<file path="src/sro_defs.vh">
// Constants for the sync-reference output state and delay block
`ifndef SRO_DEFS_VH
`define SRO_DEFS_VH

// ============================================================
// Register offsets
`define SRO_ADDR_W          8
`define SRO_OFF_CTRL        8'h00
`define SRO_OFF_ROLE        8'h01
`define SRO_OFF_BIAS        8'h02
`define SRO_OFF_PDN         8'h03
`define SRO_OFF_VCXO_CFG    8'h04
`define SRO_OFF_VCXO_KEY    8'h05
`define SRO_OFF_GDLY        8'h06
`define SRO_OFF_STATUS      8'h07
`define SRO_OFF_VCXO_ACT    8'h08
`define SRO_OFF_CDLY0       8'h10
`define SRO_OFF_RDLY0       8'h20

// ============================================================
// Field positions
`define SRO_CTRL_BYPASS     0
`define SRO_CTRL_BIAS_TYPE  1
`define SRO_CTRL_START      2
`define SRO_CTRL_STOP       3
`define SRO_VCFG_PON        0
`define SRO_VCFG_STYLE      1
`define SRO_VCFG_SWING_LO   2
`define SRO_VCFG_SWING_HI   3

// ============================================================
// Values
`define SRO_KEY_VALUE       8'h4B
`define SRO_DLY_RESET       8'h00
`define SRO_VCFG_RESET      4'h0
`define SRO_SWING_ADVISED   2'h1
`define SRO_VCO_PERIOD_PS   407
`define SRO_FINE_STEPS      8

// ============================================================
// Output drive levels (2-bit drive code)
`define SRO_LVL_LOW         2'h0
`define SRO_LVL_XPT         2'h1
`define SRO_LVL_TOGGLE      2'h2
`define SRO_LVL_OFF         2'h3

`endif

</file>
<file path="src/sro_phase_dly.v">
// Per-channel delay counter in VCO or VCXO unit periods
`timescale 1ns/1ps
module sro_phase_dly #(
    parameter W = 8
) (
    // Clock and reset
    input  wire         mclk_i,
    input  wire         reset_i,
    // Control
    input  wire         start_i,
    input  wire [W-1:0] units_i,
    input  wire         unit_tick_i,
    // Result
    output reg          done_o,
    output reg          busy_o
);
    reg [W-1:0] cnt_reg;

    always @(posedge mclk_i or posedge reset_i) begin
        if (reset_i) begin
            cnt_reg <= {W{1'b0}};
            done_o  <= 1'b0;
            busy_o  <= 1'b0;
        end else begin
            done_o <= 1'b0;
            if (start_i) begin
                if (units_i == {W{1'b0}}) begin
                    done_o <= 1'b1;
                    busy_o <= 1'b0;
                end else begin
                    cnt_reg <= units_i;
                    busy_o  <= 1'b1;
                end
            end else if (busy_o && unit_tick_i) begin
                if (cnt_reg == {{(W-1){1'b0}}, 1'b1}) begin
                    busy_o <= 1'b0;
                    done_o <= 1'b1;
                end
                cnt_reg <= cnt_reg - {{(W-1){1'b0}}, 1'b1};
            end
        end
    end
endmodule // sro_phase_dly

</file>
<file path="src/sro_top.v">
// Sync-reference output state control, VCXO commit and phase delays
`timescale 1ns/1ps
`include "sro_defs.vh"
module sro_top #(
    parameter NREF = 7,
    parameter NCLK = 8
) (
    // Clock and reset
    input  wire                   mclk_i,
    input  wire                   reset_i,
    // Register port
    input  wire [`SRO_ADDR_W-1:0] addr_i,
    input  wire [7:0]             wdata_i,
    input  wire                   wr_i,
    input  wire                   rd_i,
    output reg  [7:0]             rdata_o,
    // Timing ticks from the analog side
    input  wire                   vco_tick_i,
    input  wire                   vcxo_tick_i,
    input  wire [NCLK-1:0]        clk_phase_i,
    input  wire                   sysref_pulse_i,
    input  wire [NCLK-1:0]        half_period_code_ok_i,
    // Output controls
    output reg  [NREF*2-1:0]      ref_level_o,
    output reg  [NREF*3-1:0]      ref_fine_o,
    output reg  [NCLK-1:0]        clk_invert_o,
    output reg  [NCLK-1:0]        clk_aligned_o,
    output reg  [3:0]             vcxo_cfg_o,
    output reg                    event_active_o
);
    // ============================================================
    // Registers
    reg [7:0]      ctrl_reg;
    reg [NREF-1:0] role_reg;
    reg [NREF-1:0] bias_reg;
    reg [NREF-1:0] pdn_reg;
    reg [3:0]      vcfg_pend_reg;
    reg [7:0]      gdly_reg;
    reg [7:0]      cdly_reg [0:NCLK-1];
    reg [5:0]      rdly_reg [0:NREF-1];
    reg [7:0]      rdata_next;

    wire bypass    = ctrl_reg[`SRO_CTRL_BYPASS];
    wire bias_type = ctrl_reg[`SRO_CTRL_BIAS_TYPE];
    // Unit period follows the bypass select
    wire unit_tick  = bypass ? vcxo_tick_i : vco_tick_i;
    reg  half_tick_reg;
    wire gunit_tick = unit_tick & half_tick_reg;

    wire start_cmd = wr_i && addr_i == `SRO_OFF_CTRL &&
                     wdata_i[`SRO_CTRL_START];
    wire stop_cmd  = wr_i && addr_i == `SRO_OFF_CTRL &&
                     wdata_i[`SRO_CTRL_STOP];

    integer k;
    always @(posedge mclk_i or posedge reset_i) begin
        if (reset_i) begin
            ctrl_reg      <= 8'h00;
            role_reg      <= {NREF{1'b0}};
            bias_reg      <= {NREF{1'b0}};
            pdn_reg       <= {NREF{1'b0}};
            vcfg_pend_reg <= `SRO_VCFG_RESET;
            vcxo_cfg_o    <= `SRO_VCFG_RESET;
            gdly_reg      <= `SRO_DLY_RESET;
            for (k = 0; k < NCLK; k = k + 1)
                cdly_reg[k] <= `SRO_DLY_RESET;
            for (k = 0; k < NREF; k = k + 1)
                rdly_reg[k] <= 6'h00;
            half_tick_reg <= 1'b0;
        end else begin
            // Restart the two-unit phase so every global step is exact
            if (start_cmd && !event_active_o)
                half_tick_reg <= 1'b0;
            else if (unit_tick)
                half_tick_reg <= ~half_tick_reg;
            if (wr_i) begin
                if (addr_i == `SRO_OFF_CTRL)
                    ctrl_reg <= {6'h00, wdata_i[1:0]};
                if (addr_i == `SRO_OFF_ROLE)
                    role_reg <= wdata_i[NREF-1:0];
                if (addr_i == `SRO_OFF_BIAS)
                    bias_reg <= wdata_i[NREF-1:0];
                if (addr_i == `SRO_OFF_PDN)
                    pdn_reg <= wdata_i[NREF-1:0];
                if (addr_i == `SRO_OFF_VCXO_CFG)
                    vcfg_pend_reg <= wdata_i[3:0];
                // Staged config is applied only on the key write
                if (addr_i == `SRO_OFF_VCXO_KEY &&
                    wdata_i == `SRO_KEY_VALUE)
                    vcxo_cfg_o <= vcfg_pend_reg;
                if (addr_i == `SRO_OFF_GDLY)
                    gdly_reg <= wdata_i;
                for (k = 0; k < NCLK; k = k + 1)
                    if (addr_i == `SRO_OFF_CDLY0 + k[7:0])
                        cdly_reg[k] <= wdata_i;
                for (k = 0; k < NREF; k = k + 1)
                    if (addr_i == `SRO_OFF_RDLY0 + k[7:0])
                        rdly_reg[k] <= wdata_i[5:0];
            end
        end
    end

    // ============================================================
    // SYSREF event state machine
    localparam ST_IDLE  = 2'h0;
    localparam ST_GDLY  = 2'h1;
    localparam ST_RUN   = 2'h2;
    localparam ST_DONE  = 2'h3;

    reg  [1:0] state_reg;
    reg  [1:0] state_next;
    wire       gdly_done;
    wire       gdly_busy;

    sro_phase_dly #(
        .W (8)
    ) u_gdly (
        .mclk_i      (mclk_i),
        .reset_i     (reset_i),
        .start_i     (state_reg == ST_IDLE && start_cmd),
        .units_i     (gdly_reg),
        .unit_tick_i (gunit_tick),
        .done_o      (gdly_done),
        .busy_o      (gdly_busy)
    );

    always @* begin
        state_next = state_reg;
        case (state_reg)
            ST_IDLE: if (start_cmd) state_next = ST_GDLY;
            ST_GDLY: if (gdly_done) state_next = ST_RUN;
            ST_RUN:  if (stop_cmd)  state_next = ST_DONE;
            ST_DONE: state_next = ST_IDLE;
            default: state_next = ST_IDLE;
        endcase
    end

    always @(posedge mclk_i or posedge reset_i) begin
        if (reset_i) begin
            state_reg      <= ST_IDLE;
            event_active_o <= 1'b0;
        end else begin
            state_reg      <= state_next;
            event_active_o <= (state_next == ST_GDLY) ||
                              (state_next == ST_RUN);
        end
    end

    // ============================================================
    // SYSREF output levels and coarse delay, per output
    wire [NREF*2-1:0] lvl_next;
    wire [NREF*3-1:0] fine_next;
    wire              event_run  = (state_reg == ST_RUN);
    wire              event_hold = (state_reg == ST_RUN) ||
                                   (state_reg == ST_GDLY);
    wire              cdly_start = (state_reg == ST_GDLY) && gdly_done;

    genvar g;
    generate
        for (g = 0; g < NREF; g = g + 1) begin : g_ref
            wire       cdone;
            reg        arm_reg;
            reg  [1:0] lvl_sel;
            sro_phase_dly #(
                .W (3)
            ) u_cdly (
                .mclk_i      (mclk_i),
                .reset_i     (reset_i),
                .start_i     (cdly_start),
                .units_i     (rdly_reg[g][2:0]),
                .unit_tick_i (unit_tick),
                .done_o      (cdone),
                .busy_o      ()
            );
            // Output is armed once its own coarse delay has run out
            always @(posedge mclk_i or posedge reset_i) begin
                if (reset_i)
                    arm_reg <= 1'b0;
                else if (!event_hold)
                    arm_reg <= 1'b0;
                else if (cdone)
                    arm_reg <= 1'b1;
            end
            // Power-down and role win over event logic; event logic overrides bias enables
            always @* begin
                if (pdn_reg[g])
                    lvl_sel = `SRO_LVL_OFF;
                else if (!role_reg[g])
                    lvl_sel = `SRO_LVL_TOGGLE;
                else if (arm_reg && event_run)
                    lvl_sel = sysref_pulse_i ? `SRO_LVL_TOGGLE :
                        `SRO_LVL_LOW;
                else if (bias_reg[g])
                    lvl_sel = `SRO_LVL_XPT;
                else if (bias_type)
                    lvl_sel = `SRO_LVL_XPT;
                else
                    lvl_sel = `SRO_LVL_LOW;
            end
            assign lvl_next[g*2 +: 2]  = lvl_sel;
            assign fine_next[g*3 +: 3] = rdly_reg[g][5:3];
        end
    endgenerate

    always @(posedge mclk_i or posedge reset_i) begin
        if (reset_i) begin
            ref_level_o <= {NREF{`SRO_LVL_LOW}};
            ref_fine_o  <= {(NREF*3){1'b0}};
        end else begin
            ref_level_o <= lvl_next;
            ref_fine_o  <= fine_next;
        end
    end

    // ============================================================
    // Clock channel phase delay and inversion
    wire [NCLK-1:0] cd_done;
    reg  [NCLK-1:0] ph_q_reg;
    reg             ph_live_reg;

    generate
        for (g = 0; g < NCLK; g = g + 1) begin : g_clk
            sro_phase_dly #(
                .W (8)
            ) u_ckdly (
                .mclk_i      (mclk_i),
                .reset_i     (reset_i),
                .start_i     (clk_phase_i[g] & ~ph_q_reg[g] & ph_live_reg),
                .units_i     (cdly_reg[g]),
                .unit_tick_i (unit_tick),
                .done_o      (cd_done[g]),
                .busy_o      ()
            );
        end
    endgenerate

    // First edge after reset only loads the pin level, so no false edge
    always @(posedge mclk_i or posedge reset_i) begin
        if (reset_i) begin
            ph_live_reg   <= 1'b0;
            ph_q_reg      <= {NCLK{1'b0}};
            clk_aligned_o <= {NCLK{1'b0}};
            clk_invert_o  <= {NCLK{1'b0}};
        end else begin
            ph_live_reg   <= 1'b1;
            ph_q_reg      <= clk_phase_i;
            clk_aligned_o <= cd_done;
            clk_invert_o  <= half_period_code_ok_i;
        end
    end

    // ============================================================
    // Read data
    integer j;
    always @* begin
        rdata_next = 8'h00;
        case (addr_i)
            `SRO_OFF_CTRL:     rdata_next = ctrl_reg;
            `SRO_OFF_ROLE:     rdata_next = {{(8-NREF){1'b0}}, role_reg};
            `SRO_OFF_BIAS:     rdata_next = {{(8-NREF){1'b0}}, bias_reg};
            `SRO_OFF_PDN:      rdata_next = {{(8-NREF){1'b0}}, pdn_reg};
            `SRO_OFF_VCXO_CFG: rdata_next = {4'h0, vcfg_pend_reg};
            `SRO_OFF_VCXO_ACT: rdata_next = {4'h0, vcxo_cfg_o};
            `SRO_OFF_GDLY:     rdata_next = gdly_reg;
            `SRO_OFF_STATUS:   rdata_next = {5'h00, gdly_busy, state_reg};
            default:           rdata_next = 8'h00;
        endcase
        for (j = 0; j < NCLK; j = j + 1)
            if (addr_i == `SRO_OFF_CDLY0 + j[7:0])
                rdata_next = cdly_reg[j];
        for (j = 0; j < NREF; j = j + 1)
            if (addr_i == `SRO_OFF_RDLY0 + j[7:0])
                rdata_next = {2'h0, rdly_reg[j]};
    end

    always @(posedge mclk_i or posedge reset_i) begin
        if (reset_i)
            rdata_o <= 8'h00;
        else
            rdata_o <= rd_i ? rdata_next : 8'h00;
    end
endmodule // sro_top

</file>
<file path="config.mk">
export PLATFORM = sky130hd
export DESIGN_NAME = sro_top
export DESIGN_NICKNAME = d
export VERILOG_FILES = /design/src/sro_phase_dly.v /design/src/sro_top.v
export VERILOG_INCLUDE_DIRS = /design/src /design/src/src
export SDC_FILE = /design/constraint.sdc
export NUM_CORES = 1
export LEC_CHECK = 0
export BUFFER_PORTS_ARGS = -buffer_cell sky130_fd_sc_hd__buf_4
export CAP_MARGIN = 0
export CORE_UTILIZATION = 60
export DETAILED_ROUTE_END_ITERATION = 10
export PLACE_DENSITY = 0.83
export SETUP_SLACK_MARGIN = 0.15
export SKIP_LAST_GASP = 1
export SLEW_MARGIN = 30
export SYNTH_ARGS = -nofsm -noshare
export SYNTH_HDL_FRONTEND = slang
export SYNTH_HIERARCHICAL = 1
export SYNTH_SLANG_ARGS = --single-unit
export TNS_END_PERCENT = 30
</file>
<file path="constraint.sdc">
create_clock -name mclk_i -period 11.1 [get_ports mclk_i]
set_input_delay 2.22 -clock mclk_i [delete_from_list [all_inputs] [get_ports mclk_i]]
set_output_delay 2.22 -clock mclk_i [all_outputs]
set_load 0.02 [all_outputs]
</file>
# After elaboration in Yosys (flattened, before gate mapping)
# Index checks and enable logic that the tools add are counted.
[word_totals] register_bits=349 inputBits=39 out_inout_bits=64 wordCells=579
[op_classes] n_addsub=16 n_eq_ne=68 mux=244 bitwise=26 reduce_logical=138
[ops] cell="$mux 8" count=43
[ops] cell="$mux 1" count=147
[ops] cell="$reduce_and 2->1" count=54
[ops] cell="$eq 8x1->1 const B" count=10
[ops] cell="$logic_not 8->1" count=10
[ops] cell="$sub 8x1->8 const B" count=9
[ops] cell="$reduce_bool 2->1" count=33
[ops] cell="$eq 8x5->1 const B" count=8
[ops] cell="$pmux 8 s8" count=1
[ops] cell="$mux 3" count=21
[ops] cell="$mux 2" count=31
[ops] cell="$eq 8x6->1 const B" count=7
[ops] cell="$eq 8x3->1 const B" count=4
[ops] cell="$ne 2x2->1 const B" count=16
[ops] cell="$logic_and 1x1->1" count=30
[ops] cell="$eq 3x1->1 const B" count=7
[ops] cell="$logic_not 3->1" count=7
[ops] cell="$sub 3x1->3 const B" count=7
[ops] cell="$and 1x1->1" count=17
[ops] cell="$eq 8x2->1 const B" count=2
[ops] cell="$ne 2x1->1 const B" count=7
[ops] cell="$not 1->1" count=9
[ops] cell="$eq 8x4->1 const B" count=1
[ops] cell="$eq 8x7->1 const B" count=1
[ops] cell="6 further kinds" count=10

# Longest topological paths before layout
[logic_depth] depth_word=18 mapped_depth=11 mapped_depth_nobuf=8

# Cells and area by module
# The synthesis kept the hierarchy.
[modules_own_cells] mod="sro_top" n_inst=1 cells_each=763 area_each_um2=9746.8 seq_area_each_um2=5605.4
[modules_own_cells] mod="sro_phase_dly at g_clk[0].u_ckdly ..." n_inst=9 cells_each=71 area_each_um2=634.4 seq_area_each_um2=250.2
[modules_own_cells] mod="sro_phase_dly at g_ref[0].u_cdly ..." n_inst=7 cells_each=29 area_each_um2=297.8 seq_area_each_um2=125.1

# Worst setup path after synthesis
# Ideal clock, no wire load.
[synth_path] kind="input-to-reg" from="input addr_i[0]" to="register u_gdly.cnt_reg[6]" setup_time_ps=126 t_arrival_ps=4001 required_ps=10974 setup_slack_ps=6973 stages=11 n_path_buf=3 cell_sequence="clkbuf_1 -> buf_4 -> nor2_1 -> buf_2 -> nand3_1 -> nor2_1 -> and2_1 -> nor2b_1 -> and3_2 -> nor2_1 -> o32a_1"
[synth_via] elab_chain_cells=6 elab_cells_between_ends=8 cone_classes="eq/ne (1); mux (1); reduce/logical (6)"
[synth_lines] element="start, declared" line_no="sro_top.v:12" text="input wire [`SRO_ADDR_W-1:0] addr_i,"
[synth_lines] element="$logic_not 8->1 *"
[synth_lines] element="$logic_and 1x1->1 (no line) *"
[synth_lines] element="$logic_and 1x1->1 *" line_no="sro_top.v:50" text="wire start_cmd = wr_i && addr_i == `SRO_OFF_CTRL &&"
[synth_lines] element="$logic_and 1x1->1 *" line_no="sro_top.v:120" text=".start_i (state_reg == ST_IDLE && start_cmd),"
[synth_lines] element="$ne 2x2->1 (no line) / $reduce_bool 2->1 (equally long branches)"
[synth_lines] element="$reduce_and 2->1 (no line)"
[synth_lines] element="end signal, assigned" line_no="sro_phase_dly.v:21" text="cnt_reg <= {W{1'b0}};"
[synth_lines] element="end signal, assigned" line_no="sro_phase_dly.v:31" text="cnt_reg <= units_i;"
[synth_lines] element="end signal, assigned" line_no="sro_phase_dly.v:39" text="cnt_reg <= cnt_reg - {{(W-1){1'b0}}, 1'b1};"
[synth_lines] element="end, declared" line_no="sro_phase_dly.v:17" text="reg [W-1:0] cnt_reg;"
# Every way passes the cells marked *; elsewhere a longest branch is shown, timed or not.
# A chain may end at the register's enable or synchronous reset.

# Final worst setup path
[layout_path] from="input addr_i[0]" to="register u_gdly.cnt_reg[7]"
# The elaborated chain is that of the path after synthesis.

==> summary.txt <==
Route
  • Avg WL per Cell: 22.8 um
  • DR vias: between 10k and 15k
  • Antenna Violating Nets Remaining: 0
  • DR pass1 iterations: 8
  • Routed wire length: 47.6 mm
  • DR DRC count: 0
  • Vias/cell: roughly 6.7
  • Initial drt markers: 1534

Setup path
  • Required @ worst endpoint: 11.52 ns
  • Worst Path Arrival: 5.25 ns
  • Slowest stage cell on the critical path: nor2_1
  • Crit path kind: input port to flop
  • Worst setup EP type: flop
  • CP Launch Type: input port
  • Max incr delay on CP: 0.88 ns
  • Crit-path cells: buf_4, nor2_1, nand3_1, nor2_1, and2_1, nor2b_1, nand3_1, o221a_1
  • Max Fanout on Critical Path: 52

Floorplanning
  • Die footprint: between 20000 and 30000 um^2
  • Die Y: 173 um
  • Row cnt: 62
  • I/O pins: 103
  • Starting density of the core: between 60% and 70%
  • Area of the core: between 20000 and 30000 um^2
  • Die Width: 173 um

Pwr
  • Net Sw Power: 0.00111 W
  • Leakage power: approximately 8.9 nW
  • Sequential cell fraction of total power: 45.3%
  • Maximum vdd ir drop: 0.112 mV
  • Sw frac: 30.1%
  • Clock share of power: 36.9%
  • Cell Pwr Density: 186 nW/um^2
  • Cell-internal power: 0.00257 W
  • Combinational share of power: 17.8%

CTS
  • Worst-path clk slew: 0.06 ns
  • Root buf cell: clkbuf_16
  • Post-CTS Setup Bufs: 0
  • Post-CTS Resized: 0
  • TritonCTS buffer count: 37
  • Skew-Pair Late Insertion Delay: 0.54 ns
  • Hold buffer count at CTS: 0
  • H-tree Lvls: 2
  • CTS tree: done
  • Sink Count: 349
  • Max Buffers Root-to-Sink: 3

Run status
  • Status: finished clean

STA
  • Max-slew violations: 0
  • Max Fclk: 207 MHz
  • Fin crit share: 43.6%
  • Slew margin rel.: 29.6%
  • Final critical-path required period: 4.84 ns
  • Worst Skew: 0.0198 ns
  • Worst-Margin Slew: 1.05 ns
  • Hold Slack: 0.344 ns
  • Hold Violations, Final: 0
  • Unrepaired setup endpoints after global routing: false
  • Fin Setup TNS: 0 ns
  • Final Setup Violations: 0

Yosys
  • Post-synth EDFFs: 0
  • Synth area leaders: dfrtp_1 (50%), mux2_2 (10%), nand2_1 (2.9%), ha_1 (2.6%), nor2_1 (2.1%)
  • Register area share after synthesis: 49.8%
  • Top cells by count, synth: dfrtp_1 (349), mux2_2 (162), nand2_1 (137)
  • Most common cell in the synthesized netlist: dfrtp_1
  • FF+latch count, synth: 349
  • Synthesis Warnings: 6
  • Yosys top cell by area: dfrtp_1
  • Synth Area per Inst: between 10 and 15 um^2
  • Cells after synthesis: ~1.6k
  • Post-synth top area share: between 40% and 50%
  • Post-synth cell types: just under 80
  • Post-Syn Area: about 18000 um^2
  • Ys async rst share: 100%
  • Top_reg_cell synth: dfrtp_1
  • Syn nets: between 1.5k and 2k

Flow run
  • Max cap viols: 0

Placed design
  • DPL Wire Length: 32.0 mm
  • Port-buffer cells: 102
  • Placer Congestion: 0.994

Finish
  • Share of cells above drive strength 1: approximately a quarter
  • Nets: 1746
  • Layout area overhead: 13.0%

GRT
  • Largest net degree at the start of global routing: between 70 and 80
  • Initial antenna violation count: 3
  • GRT Total Usage: a little under a third
  • Total grt overflow: 0
  • First-pass GRT wire length: between 70 and 80 mm
  • Vias in the first global route: about 14k

Hold path
  • Hold Path Class: flop to flop
metrics by stage:
step	util, %	total power (W)	worst slack, ns	cell area, um^2	cells
after floorplan	-	0.00212	2.75	17500	1605
after CTS	69.0	0.00368	6.37	19800	2083
after detailed placement	64.2	0.00232	5.84	18400	2015
after global placement	64.2	0.00229	5.92	18400	2015
after global routing	69.0	0.00384	6.06	19800	2084
final	69.0	0.00368	6.26	19800	2085
critical path: cells and delay by family:
family | cells | cell delay, ns
AND/OR/NAND/NOR | 6 | 2.40
AO/OA/AOI/OAI | 1 | 0.31
buffers and inverters | 1 | 0.30
final timing paths:
path / end / slack (ns) / depth (start not counted) / start
min: clk_aligned_o[3] / 0.34 / 0 / g_clk[3].u_ckdly/done_o
max: u_gdly/cnt_reg[7] / 6.26 / 8 / addr_i[0]
max in group asynchronous: cdly_reg[7] / 8.08 / 3 / reset_i
min in group asynchronous: g_ref[6].u_cdly/busy_o / 1.77 / 2 / reset_i
max reg2reg: g_ref[0].u_cdly/cnt_reg[2] / 8.73 / 7 / state_reg[1]
min reg2reg: clk_aligned_o[3] / 0.34 / 0 / g_clk[3].u_ckdly/done_o
routing by layer:
layer,wire (um),global-route usage (%),vias up
li1,-,-,6115
met1,19500,43.0,6979
met2,22000,49.7,728
met3,3650,5.96,180
met4,2400,16.4,0
met5,0,0,-
logic make-up (layout without fill, tap and decap cells):
family                     after synthesis  count (layout)  share of synthesized area (%)
AOI/OAI and AO/OA                      358             358                           14.1
xor gates and xnor gates                18              18                          0.899
muxes                                  172             172                           11.1
buffers and inverters                  141             235                           3.59
other                                    1               3                         0.0214
and+or+nand+nor                        529             529                           17.8
DFF                                    349             349                           49.8
adders and majority gates               37              37                           2.64
cells in the final DEF, fill, tap and decap left out, types with 13 or more instances in the layout:
master,netlist,final
dfrtp_1,349,349
mux2_2,162,162
nand2_1,137,137
buf_4,3,107
nor2_1,100,100
a21oi_1,68,68
o21ai_0,62,62
inv_1,57,55
nand3_1,48,48
nor3_1,46,46
clkbuf_16,0,38
a31oi_1,37,37
ha_1,37,37
o311ai_0,25,25
nand3b_1,23,23
nor4_2,19,19
o21ai_1,16,16
a22oi_1,14,14
o221ai_1,14,14
o211ai_1,14,14
nor2b_1,14,13
nand4_1,13,13
nor4_1,13,13
power groups by stage:
stage          Clock, W  Sequential [W]  Combinational, W
2_1_floorplan         0         0.00163          0.000492
3_3_place_gp          0         0.00167          0.000612
3_5_place_dp          0         0.00168          0.000643
4_1_cts         0.00137         0.00166          0.000648
5_1_grt         0.00142         0.00169          0.000730
6_report        0.00136         0.00167          0.000657
area by class of cell:
| class | instances | area (um^2) |
|---|---|---|
| inverters | 58 | 225 |
| clock buffers | 52 | 1100 |
| flip-flops and latches | 349 | 8730 |
| diodes | 2 | 5.00 |
| repair buffers | 109 | 826 |
| fillers | 2048 | 8890 |
| multi-input cells | 1115 | 8180 |
| well taps | 384 | 480 |
| clock inverters | 16 | 259 |
Note: power is estimated with default switching activity, not from simulation.
